File: config.mk
export PLATFORM = sky130hd
export DESIGN_NAME = ang_autoneg
export DESIGN_NICKNAME = d
export VERILOG_FILES = /design/src/ang_autoneg.v /design/src/ang_flp.v /design/src/ang_ivl.v
export VERILOG_INCLUDE_DIRS = /design/src
export SDC_FILE = /design/constraint.sdc
export NUM_CORES = 1
export LEC_CHECK = 0
export BUFFER_PORTS_ARGS = -buffer_cell sky130_fd_sc_hd__buf_2
export CORE_MARGIN = 5
export CORE_UTILIZATION = 40
export CTS_CLUSTER_SIZE = 14
export DETAILED_ROUTE_END_ITERATION = 10
export HOLD_SLACK_MARGIN = 0.15
export RECOVER_POWER = 25
export SYNTH_ARGS = -nofsm -noshare
export SYNTH_HDL_FRONTEND = slang
export SYNTH_SLANG_ARGS = --single-unit
File: constraint.sdc
create_clock -name aclk -period 4 [get_ports aclk]
set_clock_uncertainty 0.1 [all_clocks]
set_input_delay 0.8 -clock aclk [delete_from_list [all_inputs] [get_ports aclk]]
set_output_delay 0.8 -clock aclk [all_outputs]
set_load 0.05 [all_outputs]
File: src/ang_regs.vh
/*
  register map, field positions, reset values and timing counts of the
  auto-negotiation arbitration block; assumes a 40 MHz core clock
*/
`ifndef ANG_REGS_VH
`define ANG_REGS_VH

`define ANG_CLK_MHZ 40
`define ANG_CYC_US(x) ((x) * `ANG_CLK_MHZ)
`define ANG_CYC_NS_UP(x) (((x) * `ANG_CLK_MHZ + 999) / 1000)
`define ANG_CYC_NS_DN(x) (((x) * `ANG_CLK_MHZ) / 1000)

`define ANG_T_TXB_US 16000
`define ANG_T_TXP_US 68
`define ANG_T_FLPMIN_NS 17200
`define ANG_T_FLPMAX_US 185
`define ANG_T_RXBMIN_US 6800
`define ANG_T_RXBMAX_US 112000
`define ANG_T_DATMIN_NS 35400
`define ANG_T_DATMAX_US 95
`define ANG_T_NLPMIN_US 4500
`define ANG_T_NLPMAX_US 30000
`define ANG_T_PD_US 830000
`define ANG_T_LEW_US 1000000

`define ANG_OFF_CTRL 8'h00
`define ANG_OFF_STAT 8'h04
`define ANG_OFF_ADV 8'h08
`define ANG_OFF_LPA 8'h0c
`define ANG_OFF_EXP 8'h10
`define ANG_OFF_NPTX 8'h14
`define ANG_OFF_NPRX 8'h18
`define ANG_OFF_MSCTL 8'h1c
`define ANG_OFF_MSST 8'h20
`define ANG_OFF_SEED 8'h24
`define ANG_OFF_EEEADV 8'h28
`define ANG_OFF_EEELP 8'h2c
`define ANG_OFF_EEECODE 8'h30
`define ANG_OFF_PDFD 8'h34

`define ANG_CTRL_SPL 13
`define ANG_CTRL_ANEN 12
`define ANG_CTRL_RST 9
`define ANG_CTRL_DPX 8
`define ANG_CTRL_SPH 6
`define ANG_ADV_NP 15
`define ANG_ADV_100F 8
`define ANG_ADV_100H 7
`define ANG_ADV_10F 6
`define ANG_ADV_10H 5
`define ANG_EXP_PR 1
`define ANG_MS_MEN 12
`define ANG_MS_MVAL 11
`define ANG_MS_FD 9
`define ANG_MSST_FAULT 15
`define ANG_MSST_MASTER 14
`define ANG_MSST_LPFD 11
`define ANG_PDFD_100 1
`define ANG_PDFD_10 0

`define ANG_RST_CTRL 16'h1000
`define ANG_RST_ADV 16'h01e1
`define ANG_RST_MSCTL 16'h0200
`define ANG_RST_EEEADV 16'h0006
`define ANG_RST_SEED 11'h155

`define ANG_GB_CODE 11'h008
`define ANG_EEE_CODE 11'h00a
`define ANG_RESP_OKAY 2'b00
`define ANG_RESP_SLVERR 2'b10

`endif
File: src/ang_autoneg.v
/*
  auto-negotiation arbitration for one copper port: pulse timing checks,
  page exchange sequence, parallel detection and mode resolution, with an
  AXI4-Lite register slave; assumes a line receiver that reports pulses,
  decoded partner pages, 100 Mb/s idle and data-path link health
*/
`timescale 1ns/1ps
`default_nettype none
`include "ang_regs.vh"

// Operation
// - send bursts every 16 ms, pulses 68 us apart; clock pulses 17.2-185 us apart
// - accept partner bursts only 6.8 ms to 112 ms apart
// - a pulse 35.4-95 us after the previous pulse, clock or data, is a data pulse
// - normal link pulses count only when 4.5 ms to 30 ms apart
// - hold a parallel-detect candidate 830 ms before committing
// - wait 1000 ms in link-enable wait before link up
// - gigabit pages, then energy pages, then optional software pages
// - gigabit set is message code 8 plus two unformatted pages
// - first unformatted carries master-slave control, second the seed
// - resolved master-slave outcome written to master-slave status
// - gigabit pages are sent in every negotiation
// - energy set is code 10 plus one page; nonzero override replaces 10
// - energy page carries advertisement; partner page stored in partner register
// - skip the energy pages when the energy advertisement is zero
// - each exchanged next page shows in the next-page receive register
// - software pages follow only with the next-page bit; tracked via expansion
// - parallel-detected link defaults to half duplex
// - override bits force full duplex, one for 100 and one for 10
// - pick highest common mode, gigabit full down to 10 half
// - gigabit half duplex is never advertised
// - without bursts, detect 10 or 100 from fixed receiver signalling
// - advertisement changes apply at enable, restart, link loss, a dropped parallel-detect candidate or the end of link-enable wait
module ang_autoneg #(
  parameter TW     = 26,
  parameter C_TXB  = `ANG_CYC_US(`ANG_T_TXB_US),
  parameter C_FMAX = `ANG_CYC_US(`ANG_T_FLPMAX_US),
  parameter C_BMIN = `ANG_CYC_US(`ANG_T_RXBMIN_US),
  parameter C_BMAX = `ANG_CYC_US(`ANG_T_RXBMAX_US),
  parameter C_NMIN = `ANG_CYC_US(`ANG_T_NLPMIN_US),
  parameter C_NMAX = `ANG_CYC_US(`ANG_T_NLPMAX_US),
  parameter C_PD   = `ANG_CYC_US(`ANG_T_PD_US),
  parameter C_LEW  = `ANG_CYC_US(`ANG_T_LEW_US)
) (
  input  wire        aclk,
  input  wire        aresetn,
  input  wire [7:0]  s_axi_awaddr,
  input  wire        s_axi_awvalid,
  output reg         s_axi_awready,
  input  wire [31:0] s_axi_wdata,
  input  wire [3:0]  s_axi_wstrb,
  input  wire        s_axi_wvalid,
  output reg         s_axi_wready,
  output reg  [1:0]  s_axi_bresp,
  output reg         s_axi_bvalid,
  input  wire        s_axi_bready,
  input  wire [7:0]  s_axi_araddr,
  input  wire        s_axi_arvalid,
  output reg         s_axi_arready,
  output reg  [31:0] s_axi_rdata,
  output reg  [1:0]  s_axi_rresp,
  output reg         s_axi_rvalid,
  input  wire        s_axi_rready,
  input  wire        rx_pulse,
  input  wire        rx_page_valid,
  input  wire [15:0] rx_page,
  input  wire        rx_idle_100,
  input  wire        link_ok,
  output wire        tx_pulse,
  output reg         link_up_r,
  output reg  [1:0]  speed_r,
  output reg         full_duplex_r
);

  localparam C_TXP = `ANG_CYC_US(`ANG_T_TXP_US);
  localparam C_FMIN = `ANG_CYC_NS_UP(`ANG_T_FLPMIN_NS);
  localparam C_DMIN = `ANG_CYC_NS_UP(`ANG_T_DATMIN_NS);
  localparam C_DMAX = `ANG_CYC_US(`ANG_T_DATMAX_US);
  localparam [TW-1:0] ONE = 1;

  localparam [3:0] S_DIS = 4'h0;
  localparam [3:0] S_ABIL = 4'h1;
  localparam [3:0] S_GBM = 4'h2;
  localparam [3:0] S_GB1 = 4'h3;
  localparam [3:0] S_GB2 = 4'h4;
  localparam [3:0] S_EEM = 4'h5;
  localparam [3:0] S_EEU = 4'h6;
  localparam [3:0] S_SW = 4'h7;
  localparam [3:0] S_PD = 4'h8;
  localparam [3:0] S_WAIT = 4'h9;
  localparam [3:0] S_UP = 4'ha;

  reg [15:0]   ctrl_r;
  reg [15:0]   adv_r;
  reg [15:0]   adv_act_r;
  reg [15:0]   lpa_r;
  reg [15:0]   nptx_r;
  reg [15:0]   nprx_r;
  reg [15:0]   msctl_r;
  reg [15:0]   msst_r;
  reg [15:0]   eeeadv_r;
  reg [15:0]   eeelp_r;
  reg [15:0]   eeecode_r;
  reg [15:0]   lpu1_r;
  reg [10:0]   seed_r;
  reg [1:0]    pdfd_r;
  reg          exp_pr_r;
  reg          sw_rdy_r;
  reg [3:0]    st_r;
  reg [TW-1:0] tmr_r;
  reg          cand100_r;
  reg          pd_r;
  reg [2:0]    clk_cnt_r;
  reg          over_d_r;
  reg          burst_ok_r;
  reg          nlp_ok_r;
  reg          flp_evt_r;
  reg          nlp_evt_r;
  reg          aw_got_r;
  reg          w_got_r;
  reg [7:0]    awa_r;
  reg [31:0]   wd_r;
  reg [3:0]    ws_r;
  reg [15:0]   rd_mux;
  reg [15:0]   txp;

  wire flp_hit;
  wire flp_over;
  wire dat_hit;
  wire rxb_hit;
  wire rxb_over;
  wire nlp_hit;
  wire nlp_over;

  function ang_hit;
    input [7:0] a;
    begin
      ang_hit = (a[1:0] == 2'b00) && (a <= `ANG_OFF_PDFD);
    end
  endfunction

  function [15:0] wmerge;
    input [15:0] old;
    input [31:0] d;
    input [3:0]  s;
    begin
      wmerge = {s[1] ? d[15:8] : old[15:8], s[0] ? d[7:0] : old[7:0]};
    end
  endfunction

  // master-slave resolution from own control, own seed and partner pages
  function [15:0] ms_res;
    input [15:0] ctl;
    input [10:0] sd;
    input [15:0] u1;
    input [15:0] u2;
    reg          mst;
    reg          flt;
    begin
      flt = 1'b0;
      if (ctl[`ANG_MS_MEN])
        mst = ctl[`ANG_MS_MVAL];
      else if (u1[4])
        mst = !u1[3];
      else begin
        mst = (sd > u2[10:0]);
        flt = (sd == u2[10:0]);
      end
      ms_res = 16'h0000;
      ms_res[`ANG_MSST_FAULT] = flt;
      ms_res[`ANG_MSST_MASTER] = mst;
      ms_res[`ANG_MSST_LPFD] = u1[1];
    end
  endfunction

  wire an_en = ctrl_r[`ANG_CTRL_ANEN];
  wire wr_go = aw_got_r && w_got_r && !s_axi_bvalid;
  wire rd_go = s_axi_arvalid && s_axi_arready;
  wire restart = wr_go && (awa_r == `ANG_OFF_CTRL) && ws_r[1] && wd_r[`ANG_CTRL_RST];
  wire rx_ok = rx_page_valid && burst_ok_r;
  wire eee_on = (eeeadv_r != 16'h0000);
  wire sw_on = adv_act_r[`ANG_ADV_NP];
  wire [10:0] eee_code = (eeecode_r[10:0] != 11'h000) ? eeecode_r[10:0] : `ANG_EEE_CODE;
  wire flp_en = (st_r >= S_ABIL) && (st_r <= S_SW);
  wire gfd = msctl_r[`ANG_MS_FD] && lpu1_r[1] && !msst_r[`ANG_MSST_FAULT];
  wire c100f = adv_act_r[`ANG_ADV_100F] && lpa_r[`ANG_ADV_100F];
  wire c100h = adv_act_r[`ANG_ADV_100H] && lpa_r[`ANG_ADV_100H];
  wire c10f = adv_act_r[`ANG_ADV_10F] && lpa_r[`ANG_ADV_10F];
  wire c10h = adv_act_r[`ANG_ADV_10H] && lpa_r[`ANG_ADV_10H];

  ang_flp #(.TW(TW), .BURST(C_TXB), .PULSE(C_TXP)) u_flp (
    .aclk    (aclk),
    .aresetn (aresetn),
    .en      (flp_en),
    .page    (txp),
    .pulse_r (tx_pulse)
  );

  ang_ivl #(.TW(TW), .LO(C_FMIN), .HI(C_FMAX)) u_fivl (
    .aclk    (aclk),
    .aresetn (aresetn),
    .evt     (rx_pulse),
    .hit_r   (flp_hit),
    .over    (flp_over)
  );

  ang_ivl #(.TW(TW), .LO(C_DMIN), .HI(C_DMAX)) u_divl (
    .aclk    (aclk),
    .aresetn (aresetn),
    .evt     (rx_pulse),
    .hit_r   (dat_hit),
    .over    ()
  );

  ang_ivl #(.TW(TW), .LO(C_BMIN), .HI(C_BMAX)) u_bivl (
    .aclk    (aclk),
    .aresetn (aresetn),
    .evt     (flp_evt_r),
    .hit_r   (rxb_hit),
    .over    (rxb_over)
  );

  ang_ivl #(.TW(TW), .LO(C_NMIN), .HI(C_NMAX)) u_nivl (
    .aclk    (aclk),
    .aresetn (aresetn),
    .evt     (nlp_evt_r),
    .hit_r   (nlp_hit),
    .over    (nlp_over)
  );

  // burst classification: two or more clock spacings make a negotiation burst
  always @(posedge aclk) begin
    if (!aresetn) begin
      clk_cnt_r  <= 3'h0;
      over_d_r   <= 1'b1;
      burst_ok_r <= 1'b0;
      nlp_ok_r   <= 1'b0;
      flp_evt_r  <= 1'b0;
      nlp_evt_r  <= 1'b0;
    end else begin
      over_d_r  <= flp_over;
      flp_evt_r <= 1'b0;
      nlp_evt_r <= 1'b0;
      if (flp_over && !over_d_r) begin
        clk_cnt_r <= 3'h0;
        if (clk_cnt_r >= 3'h2)
          flp_evt_r <= 1'b1;
        else
          nlp_evt_r <= 1'b1;
      end else if (flp_hit && !dat_hit && clk_cnt_r != 3'h7) begin
        clk_cnt_r <= clk_cnt_r + 3'h1;
      end
      if (rxb_hit)
        burst_ok_r <= 1'b1;
      else if (rxb_over)
        burst_ok_r <= 1'b0;
      if (nlp_hit)
        nlp_ok_r <= 1'b1;
      else if (nlp_over)
        nlp_ok_r <= 1'b0;
    end
  end

  // page offered to the partner in each state
  always @* begin
    case (st_r)
      S_GBM: txp = {5'b10100, `ANG_GB_CODE};
      S_GB1: txp = {5'b10000, 6'h00, msctl_r[`ANG_MS_MEN:`ANG_MS_FD], 1'b0};
      S_GB2: txp = {eee_on || sw_on, 4'b0000, seed_r};
      S_EEM: txp = {5'b10100, eee_code};
      S_EEU: txp = {sw_on, 4'b0000, eeeadv_r[10:0]};
      S_SW: txp = nptx_r;
      default: txp = {1'b1, 1'b0, adv_act_r[13:0]};
    endcase
  end

  always @* begin
    case (s_axi_araddr)
      `ANG_OFF_CTRL: rd_mux = ctrl_r;
      `ANG_OFF_STAT: rd_mux = {st_r, msst_r[`ANG_MSST_MASTER], full_duplex_r, speed_r, 2'b00,
                               (st_r == S_UP) && !pd_r, 2'b00, link_up_r, 2'b00};
      `ANG_OFF_ADV: rd_mux = adv_r;
      `ANG_OFF_LPA: rd_mux = lpa_r;
      `ANG_OFF_EXP: rd_mux = {14'h0000, exp_pr_r, 1'b0};
      `ANG_OFF_NPTX: rd_mux = nptx_r;
      `ANG_OFF_NPRX: rd_mux = nprx_r;
      `ANG_OFF_MSCTL: rd_mux = msctl_r;
      `ANG_OFF_MSST: rd_mux = msst_r;
      `ANG_OFF_SEED: rd_mux = {5'h00, seed_r};
      `ANG_OFF_EEEADV: rd_mux = eeeadv_r;
      `ANG_OFF_EEELP: rd_mux = eeelp_r;
      `ANG_OFF_EEECODE: rd_mux = eeecode_r;
      `ANG_OFF_PDFD: rd_mux = {14'h0000, pdfd_r};
      default: rd_mux = 16'h0000;
    endcase
  end

  // bus handshakes
  always @(posedge aclk) begin
    if (!aresetn) begin
      s_axi_awready <= 1'b1;
      s_axi_wready  <= 1'b1;
      s_axi_bvalid  <= 1'b0;
      s_axi_bresp   <= `ANG_RESP_OKAY;
      s_axi_arready <= 1'b1;
      s_axi_rvalid  <= 1'b0;
      s_axi_rresp   <= `ANG_RESP_OKAY;
      s_axi_rdata   <= 32'h00000000;
      aw_got_r      <= 1'b0;
      w_got_r       <= 1'b0;
      awa_r         <= 8'h00;
      wd_r          <= 32'h00000000;
      ws_r          <= 4'h0;
    end else begin
      if (s_axi_awvalid && s_axi_awready) begin
        aw_got_r      <= 1'b1;
        awa_r         <= s_axi_awaddr;
        s_axi_awready <= 1'b0;
      end
      if (s_axi_wvalid && s_axi_wready) begin
        w_got_r      <= 1'b1;
        wd_r         <= s_axi_wdata;
        ws_r         <= s_axi_wstrb;
        s_axi_wready <= 1'b0;
      end
      if (wr_go) begin
        aw_got_r     <= 1'b0;
        w_got_r      <= 1'b0;
        s_axi_bvalid <= 1'b1;
        s_axi_bresp  <= ang_hit(awa_r) ? `ANG_RESP_OKAY : `ANG_RESP_SLVERR;
      end
      if (s_axi_bvalid && s_axi_bready) begin
        s_axi_bvalid  <= 1'b0;
        s_axi_awready <= 1'b1;
        s_axi_wready  <= 1'b1;
      end
      if (rd_go) begin
        s_axi_arready <= 1'b0;
        s_axi_rvalid  <= 1'b1;
        s_axi_rdata   <= {16'h0000, rd_mux};
        s_axi_rresp   <= ang_hit(s_axi_araddr) ? `ANG_RESP_OKAY : `ANG_RESP_SLVERR;
      end
      if (s_axi_rvalid && s_axi_rready) begin
        s_axi_rvalid  <= 1'b0;
        s_axi_arready <= 1'b1;
      end
    end
  end

  // arbitration sequence and register file
  always @(posedge aclk) begin
    if (!aresetn) begin
      ctrl_r        <= `ANG_RST_CTRL;
      adv_r         <= `ANG_RST_ADV;
      adv_act_r     <= `ANG_RST_ADV;
      lpa_r         <= 16'h0000;
      nptx_r        <= 16'h0000;
      nprx_r        <= 16'h0000;
      msctl_r       <= `ANG_RST_MSCTL;
      msst_r        <= 16'h0000;
      eeeadv_r      <= `ANG_RST_EEEADV;
      eeelp_r       <= 16'h0000;
      eeecode_r     <= 16'h0000;
      lpu1_r        <= 16'h0000;
      seed_r        <= `ANG_RST_SEED;
      pdfd_r        <= 2'b00;
      exp_pr_r      <= 1'b0;
      sw_rdy_r      <= 1'b0;
      st_r          <= S_DIS;
      tmr_r         <= {TW{1'b0}};
      cand100_r     <= 1'b0;
      pd_r          <= 1'b0;
      link_up_r     <= 1'b0;
      speed_r       <= 2'b00;
      full_duplex_r <= 1'b0;
    end else begin
      if (rd_go && s_axi_araddr == `ANG_OFF_EXP)
        exp_pr_r <= 1'b0;
      tmr_r <= tmr_r + ONE;
      case (st_r)
        S_DIS: begin
          link_up_r     <= link_ok;
          speed_r       <= {ctrl_r[`ANG_CTRL_SPH], ctrl_r[`ANG_CTRL_SPL]};
          full_duplex_r <= ctrl_r[`ANG_CTRL_DPX];
          if (an_en) begin
            st_r      <= S_ABIL;
            adv_act_r <= adv_r;
            link_up_r <= 1'b0;
          end
        end
        S_ABIL: begin
          tmr_r <= {TW{1'b0}};
          if (rx_ok) begin
            lpa_r <= rx_page;
            pd_r  <= 1'b0;
            st_r  <= S_GBM;
          end else if (!burst_ok_r && (rx_idle_100 || nlp_ok_r)) begin
            cand100_r <= rx_idle_100;
            pd_r      <= 1'b1;
            st_r      <= S_PD;
          end
        end
        S_GBM, S_GB1, S_GB2, S_EEM, S_EEU: begin
          if (rx_ok) begin
            nprx_r   <= rx_page;
            exp_pr_r <= 1'b1;
            st_r     <= st_r + 4'h1;
            if (st_r == S_GB1)
              lpu1_r <= rx_page;
            if (st_r == S_GB2) begin
              msst_r <= ms_res(msctl_r, seed_r, lpu1_r, rx_page);
              if (!eee_on)
                st_r <= sw_on ? S_SW : S_WAIT;
            end
            if (st_r == S_EEU) begin
              eeelp_r <= rx_page;
              st_r    <= sw_on ? S_SW : S_WAIT;
            end
          end
          tmr_r <= {TW{1'b0}};
        end
        S_SW: begin
          tmr_r <= {TW{1'b0}};
          if (rx_ok && sw_rdy_r) begin
            nprx_r   <= rx_page;
            exp_pr_r <= 1'b1;
            sw_rdy_r <= 1'b0;
            if (!nptx_r[`ANG_ADV_NP] && !rx_page[`ANG_ADV_NP])
              st_r <= S_WAIT;
          end
        end
        S_PD: begin
          if (rx_idle_100 != cand100_r || (!rx_idle_100 && !nlp_ok_r)) begin
            st_r      <= S_ABIL;
            adv_act_r <= adv_r;
          end else if (tmr_r == C_PD - 1) begin
            st_r  <= S_WAIT;
            tmr_r <= {TW{1'b0}};
          end
        end
        S_WAIT: begin
          if (tmr_r == C_LEW - 1) begin
            st_r      <= S_ABIL;
            adv_act_r <= adv_r;
            if (link_ok) begin
              st_r      <= S_UP;
              link_up_r <= 1'b1;
              if (pd_r) begin
                speed_r       <= {1'b0, cand100_r};
                full_duplex_r <= cand100_r ? pdfd_r[`ANG_PDFD_100] : pdfd_r[`ANG_PDFD_10];
              end else if (gfd) begin
                speed_r       <= 2'b10;
                full_duplex_r <= 1'b1;
              end else if (c100f || c100h) begin
                speed_r       <= 2'b01;
                full_duplex_r <= c100f;
              end else if (c10f || c10h) begin
                speed_r       <= 2'b00;
                full_duplex_r <= c10f;
              end else begin
                st_r      <= S_ABIL;
                link_up_r <= 1'b0;
              end
            end
          end
        end
        S_UP: begin
          if (!link_ok) begin
            st_r      <= S_ABIL;
            adv_act_r <= adv_r;
            link_up_r <= 1'b0;
          end
        end
        default: st_r <= S_DIS;
      endcase
      if (restart && an_en) begin
        st_r      <= S_ABIL;
        adv_act_r <= adv_r;
        link_up_r <= 1'b0;
        tmr_r     <= {TW{1'b0}};
      end
      if (!an_en && st_r != S_DIS)
        st_r <= S_DIS;
      if (wr_go) begin
        case (awa_r)
          `ANG_OFF_CTRL: ctrl_r <= wmerge(ctrl_r, wd_r, ws_r) & ~(16'h0001 << `ANG_CTRL_RST);
          `ANG_OFF_ADV: adv_r <= wmerge(adv_r, wd_r, ws_r);
          `ANG_OFF_NPTX: begin
            nptx_r   <= wmerge(nptx_r, wd_r, ws_r);
            sw_rdy_r <= 1'b1;
          end
          `ANG_OFF_MSCTL: msctl_r <= wmerge(msctl_r, wd_r, ws_r);
          `ANG_OFF_SEED: seed_r <= wd_r[10:0];
          `ANG_OFF_EEEADV: eeeadv_r <= wmerge(eeeadv_r, wd_r, ws_r);
          `ANG_OFF_EEECODE: eeecode_r <= wmerge(eeecode_r, wd_r, ws_r);
          `ANG_OFF_PDFD: pdfd_r <= wd_r[1:0];
          default: ;
        endcase
      end
    end
  end

endmodule

`default_nettype wire

File: src/ang_flp.v
/*
  fast link pulse burst generator: 17 clock and 16 data slots per burst;
  assumes the page is held steady while enabled
*/
`timescale 1ns/1ps
`default_nettype none

module ang_flp #(
  parameter TW    = 26,
  parameter BURST = 640000,
  parameter PULSE = 2720
) (
  input  wire        aclk,
  input  wire        aresetn,
  input  wire        en,
  input  wire [15:0] page,
  output reg         pulse_r
);

  localparam [TW-1:0] ONE = 1;

  reg [TW-1:0] b_r;
  reg [TW-1:0] p_r;
  reg [5:0]    s_r;

  always @(posedge aclk) begin
    if (!aresetn || !en) begin
      b_r     <= {TW{1'b0}};
      p_r     <= {TW{1'b0}};
      s_r     <= 6'h00;
      pulse_r <= 1'b0;
    end else begin
      pulse_r <= 1'b0;
      if (b_r == BURST - 1) begin
        b_r <= {TW{1'b0}};
        p_r <= {TW{1'b0}};
        s_r <= 6'h00;
      end else begin
        b_r <= b_r + ONE;
        if (s_r < 6'h21) begin
          if (p_r == {TW{1'b0}})
            pulse_r <= !s_r[0] || page[s_r[4:1]];
          if (p_r == PULSE - 1) begin
            p_r <= {TW{1'b0}};
            s_r <= s_r + 6'h01;
          end else begin
            p_r <= p_r + ONE;
          end
        end
      end
    end
  end

endmodule

`default_nettype wire

File: src/ang_ivl.v
/*
  interval checker: counts core clock cycles since the last event and
  flags an event whose spacing lies in [LO, HI]; assumes one-cycle events
*/
`timescale 1ns/1ps
`default_nettype none

module ang_ivl #(
  parameter TW = 26,
  parameter LO = 1,
  parameter HI = 2
) (
  input  wire aclk,
  input  wire aresetn,
  input  wire evt,
  output reg  hit_r,
  output wire over
);

  localparam [31:0]   SAT_W = HI + 1;
  localparam [TW-1:0] SAT   = SAT_W[TW-1:0];
  localparam [TW-1:0] ONE = 1;

  reg [TW-1:0] cnt_r;

  assign over = (cnt_r > HI);

  always @(posedge aclk) begin
    if (!aresetn) begin
      cnt_r <= SAT;
      hit_r <= 1'b0;
    end else begin
      hit_r <= evt && (cnt_r >= LO) && (cnt_r <= HI);
      if (evt)
        cnt_r <= {TW{1'b0}};
      else if (cnt_r <= HI)
        cnt_r <= cnt_r + ONE;
    end
  end

endmodule

`default_nettype wire

==> reports/results.tsv <==
metric	value	unit
worst_slew_margin_rel	5.41	%
cp.required	4.32	ns
cts_repair_resize_count	0	
synth_seq_area_share	43.8	%
grtUsageMet2	33.5	%
period_utilization_post_route	86.7	%
floorplan.die.height	234	um
htree_num_levels	2	
syn_area	20100	um^2
grt_util_met3	4.67	%
io-pin-count	125	
route.detailed.drc	0	
power_internal	7.75	mW
period_minus_slack	3.47	ns
worstPathArrival	3.79	ns
cellLeakagePower	8.60	nW
grt_first_pass_wirelength	92700	um
fin_nets	2508	
synth.ff_latch_count	441	
synth_ff_type	sky130_fd_sc_hd__dfxtp_1	
start_util	40.3	%
power.sequential.fraction	44.1	%
top_usage_layer	met2	
clock.fmax	0.288	GHz
critical_path.endpoint_type	flip-flop	
post-synth-top-area-cell	sky130_fd_sc_hd__dfxtp_1	
tritoncts_num_sinks	441	
clockBufferDepth	3	
grt.met1_usage	29.0	%
gpl.final_weighted_congestion	0.947	
power.switching_fraction	27.1	%
via_count	17100	
hold-path-cell-count	2	
grt_overflow	0	
syn_avg_cell_area	8.61	um^2
worst_r2r_path_depth	9	
detailed_place_hpwl	42200	um
synth_most_common_cell	sky130_fd_sc_hd__dfxtp_1	
power	10.6	mW
clkLatencyLatePin	0.60	ns
cts_hold_repair.buffers	0	
setup_crit_path_kind	primary input to flip-flop	
power.ir.vdd_worst	0.269	mV
drt_first_iter_violations	1279	
synth_edf_count	0	
hold_violation_count_in_the_final_report	0	
avgViaCountPerCell	5.50	
pwr-share-clk	43.8	%
post-route-worst-setup-slack	0.531	ns
critical_path_peak_fanout	73	
status	finished clean	
overall_die_area	54900	um^2
finalSetupTns	0	ns
core_area	50000	um^2
drtAntennaViolNets	0	
clkSlewWorstSetupHoldPaths	0.06	ns
hold_path_class	primary input to flip-flop	
synth_largest_type_area_fraction	43.8	%
setup_viol	0	
worst_setup_path_start_kind	primary input	
cap_viol_max_count	0	
grt_pass1_vias	16500	
die_x	234	um
synthesis.yosys.warnings	0	
ys_top_cells_by_area	sky130_fd_sc_hd__dfxtp_1 (44%), sky130_fd_sc_hd__mux2i_1 (6.7%), sky130_fd_sc_hd__nor2_1 (5.6%), sky130_fd_sc_hd__nand2_1 (4.8%), sky130_fd_sc_hd__xor2_1 (3.4%)	
dr.pass1.iters	6	
worst-slew-pin-transition	1.42	ns
area_delta_synth_final	13.7	%
grt_start_max_net_pins	74	
p_per_area	464	nW/um^2
drt_wl_total	59400	um
antenna_found_initial	3	
detail_route.wl_per_cell	19.1	um
layout-drive-gt1-share	9.65	%
worst_setup_slack_post_dpl	0.785	ns
slew_viol_final	0	
synthDistinctLibCells	78	
gr-usage-all-layers	21.2	%
place.port_buffers	88	
p_switching	2.88	mW
numCtsBuffers	49	
async_reset_ff_share	0	%
combPwrFrac	12.1	%
rsz0062_at_grt	no	
post_cts.repair.setup_buffers	0	
netlist_instances	2338	
clock_tree_from_tritoncts	done	
floorplan.rows	82	
yosys-top-cells-count	sky130_fd_sc_hd__dfxtp_1 (441), sky130_fd_sc_hd__nor2_1 (298), sky130_fd_sc_hd__nand2_1 (258)	
cts-root-buf	sky130_fd_sc_hd__clkbuf_16	
flip-flops by register name, indices dropped and copies added (netlist names), 26 cells and up:
register and flops:
tmr_r 26, u_bivl.cnt_r 26, u_divl.cnt_r 26, u_fivl.cnt_r 26, u_flp.b_r 26, u_flp.p_r 26, u_nivl.cnt_r 26
power groups by stage:
stage                     Combinational [mW]  Sequential [mW]  Clock, mW
after CTS                               1.29             4.68       4.76
after global routing                    1.41             4.69       4.94
after floorplan                        0.878             4.75          0
final                                   1.29             4.68       4.66
after detailed placement                1.28             4.77          0
after global placement                  1.26             4.77          0
logic make-up (layout without fill, tap and decap cells):
family	Yosys count	count (layout)	share of synthesized area [%]
simple gates	976	976	23.4
buf+inv	201	280	4.18
compound gates	424	424	14.3
flops	441	441	43.8
other cells	1	21	0.0186
fa+ha+maj	32	32	1.99
mux	136	136	6.77
xor+xnor	127	127	5.52
per-layer routing:
metal | wire, um | part of all wire (%) | up-vias
li1 | - | - | 8301
met1 | 26600 | 45 | 8165
met2 | 26700 | 45 | 523
met3 | 4530 | 7.6 | 102
met4 | 1640 | 2.8 | 4
met5 | 30 | 0.050 | -
metrics by stage:
step           hold WS (ns)  cells  area (um^2)  utilization, %
2_1_floorplan         0.313   2355        20200               -
3_3_place_gp          0.319   3018        21300            42.5
3_5_place_dp          0.323   3018        21300            42.5
4_1_cts               0.299   3106        22900            45.9
5_1_grt               0.332   3107        22900            45.8
6_report              0.323   3109        22900            45.8
path summary, 6_finish.rpt:
kind | start | end | slack, ns
setup / recovery | aresetn | eeeadv_r[3]$_SDFFE_PN0P_ | 0.53
hold / removal | s_axi_wvalid | s_axi_wready$_SDFFE_PP1P_ | 0.32
setup reg to reg | st_r[1]$_SDFFE_PP0P_ | u_flp.pulse_r$_SDFF_PP0_ | 0.79
hold reg to reg | u_bivl.cnt_r[25]$_SDFFE_PP0N_ | u_bivl.cnt_r[25]$_SDFFE_PP0N_ | 0.34
critical path, stage by stage:
cell	delay, ns
sky130_fd_sc_hd__clkbuf_1	0.49
sky130_fd_sc_hd__inv_2	1.23
sky130_fd_sc_hd__buf_2	1.04
sky130_fd_sc_hd__nor2_1	0.12
layout make-up:
type	instances	area (um^2)
diodes	3	7.51
clock buffers	70	1430
clock inverters	18	251
fillers	4892	27100
inverters	57	214
multi-input cells	1713	10600
flip-flops and latches	441	8830
well taps	672	841
repair buffers	135	774
placed cells by master (no fill, tap or decap), types with 11 or more instances in the layout:
cell and count:
sky130_fd_sc_hd__buf_2 77, sky130_fd_sc_hd__conb_1 18, sky130_fd_sc_hd__a221oi_1 16, sky130_fd_sc_hd__a31oi_1 19, sky130_fd_sc_hd__xnor2_1 49, sky130_fd_sc_hd__ha_1 32
sky130_fd_sc_hd__nor2_1 298, sky130_fd_sc_hd__dfxtp_1 441, sky130_fd_sc_hd__nor4_1 28, sky130_fd_sc_hd__inv_1 56, sky130_fd_sc_hd__a21boi_0 40, sky130_fd_sc_hd__and3_1 43
sky130_fd_sc_hd__nand2_1 258, sky130_fd_sc_hd__mux2i_1 134, sky130_fd_sc_hd__nand2b_1 13, sky130_fd_sc_hd__nand4_1 43, sky130_fd_sc_hd__clkbuf_8 12, sky130_fd_sc_hd__nand3_1 100
sky130_fd_sc_hd__and2_1 28, sky130_fd_sc_hd__or3_1 13, sky130_fd_sc_hd__a211oi_1 14, sky130_fd_sc_hd__clkbuf_16 49, sky130_fd_sc_hd__and4_1 20, sky130_fd_sc_hd__nor2b_1 33
sky130_fd_sc_hd__a21oi_1 90, sky130_fd_sc_hd__and2_0 24, sky130_fd_sc_hd__xor2_1 78, sky130_fd_sc_hd__nor2_2 11, sky130_fd_sc_hd__buf_4 41, sky130_fd_sc_hd__nor3_1 22
sky130_fd_sc_hd__a22oi_1 76, sky130_fd_sc_hd__clkbuf_1 24, sky130_fd_sc_hd__o21ai_0 82
Note: power is estimated with default switching activity, not from simulation.
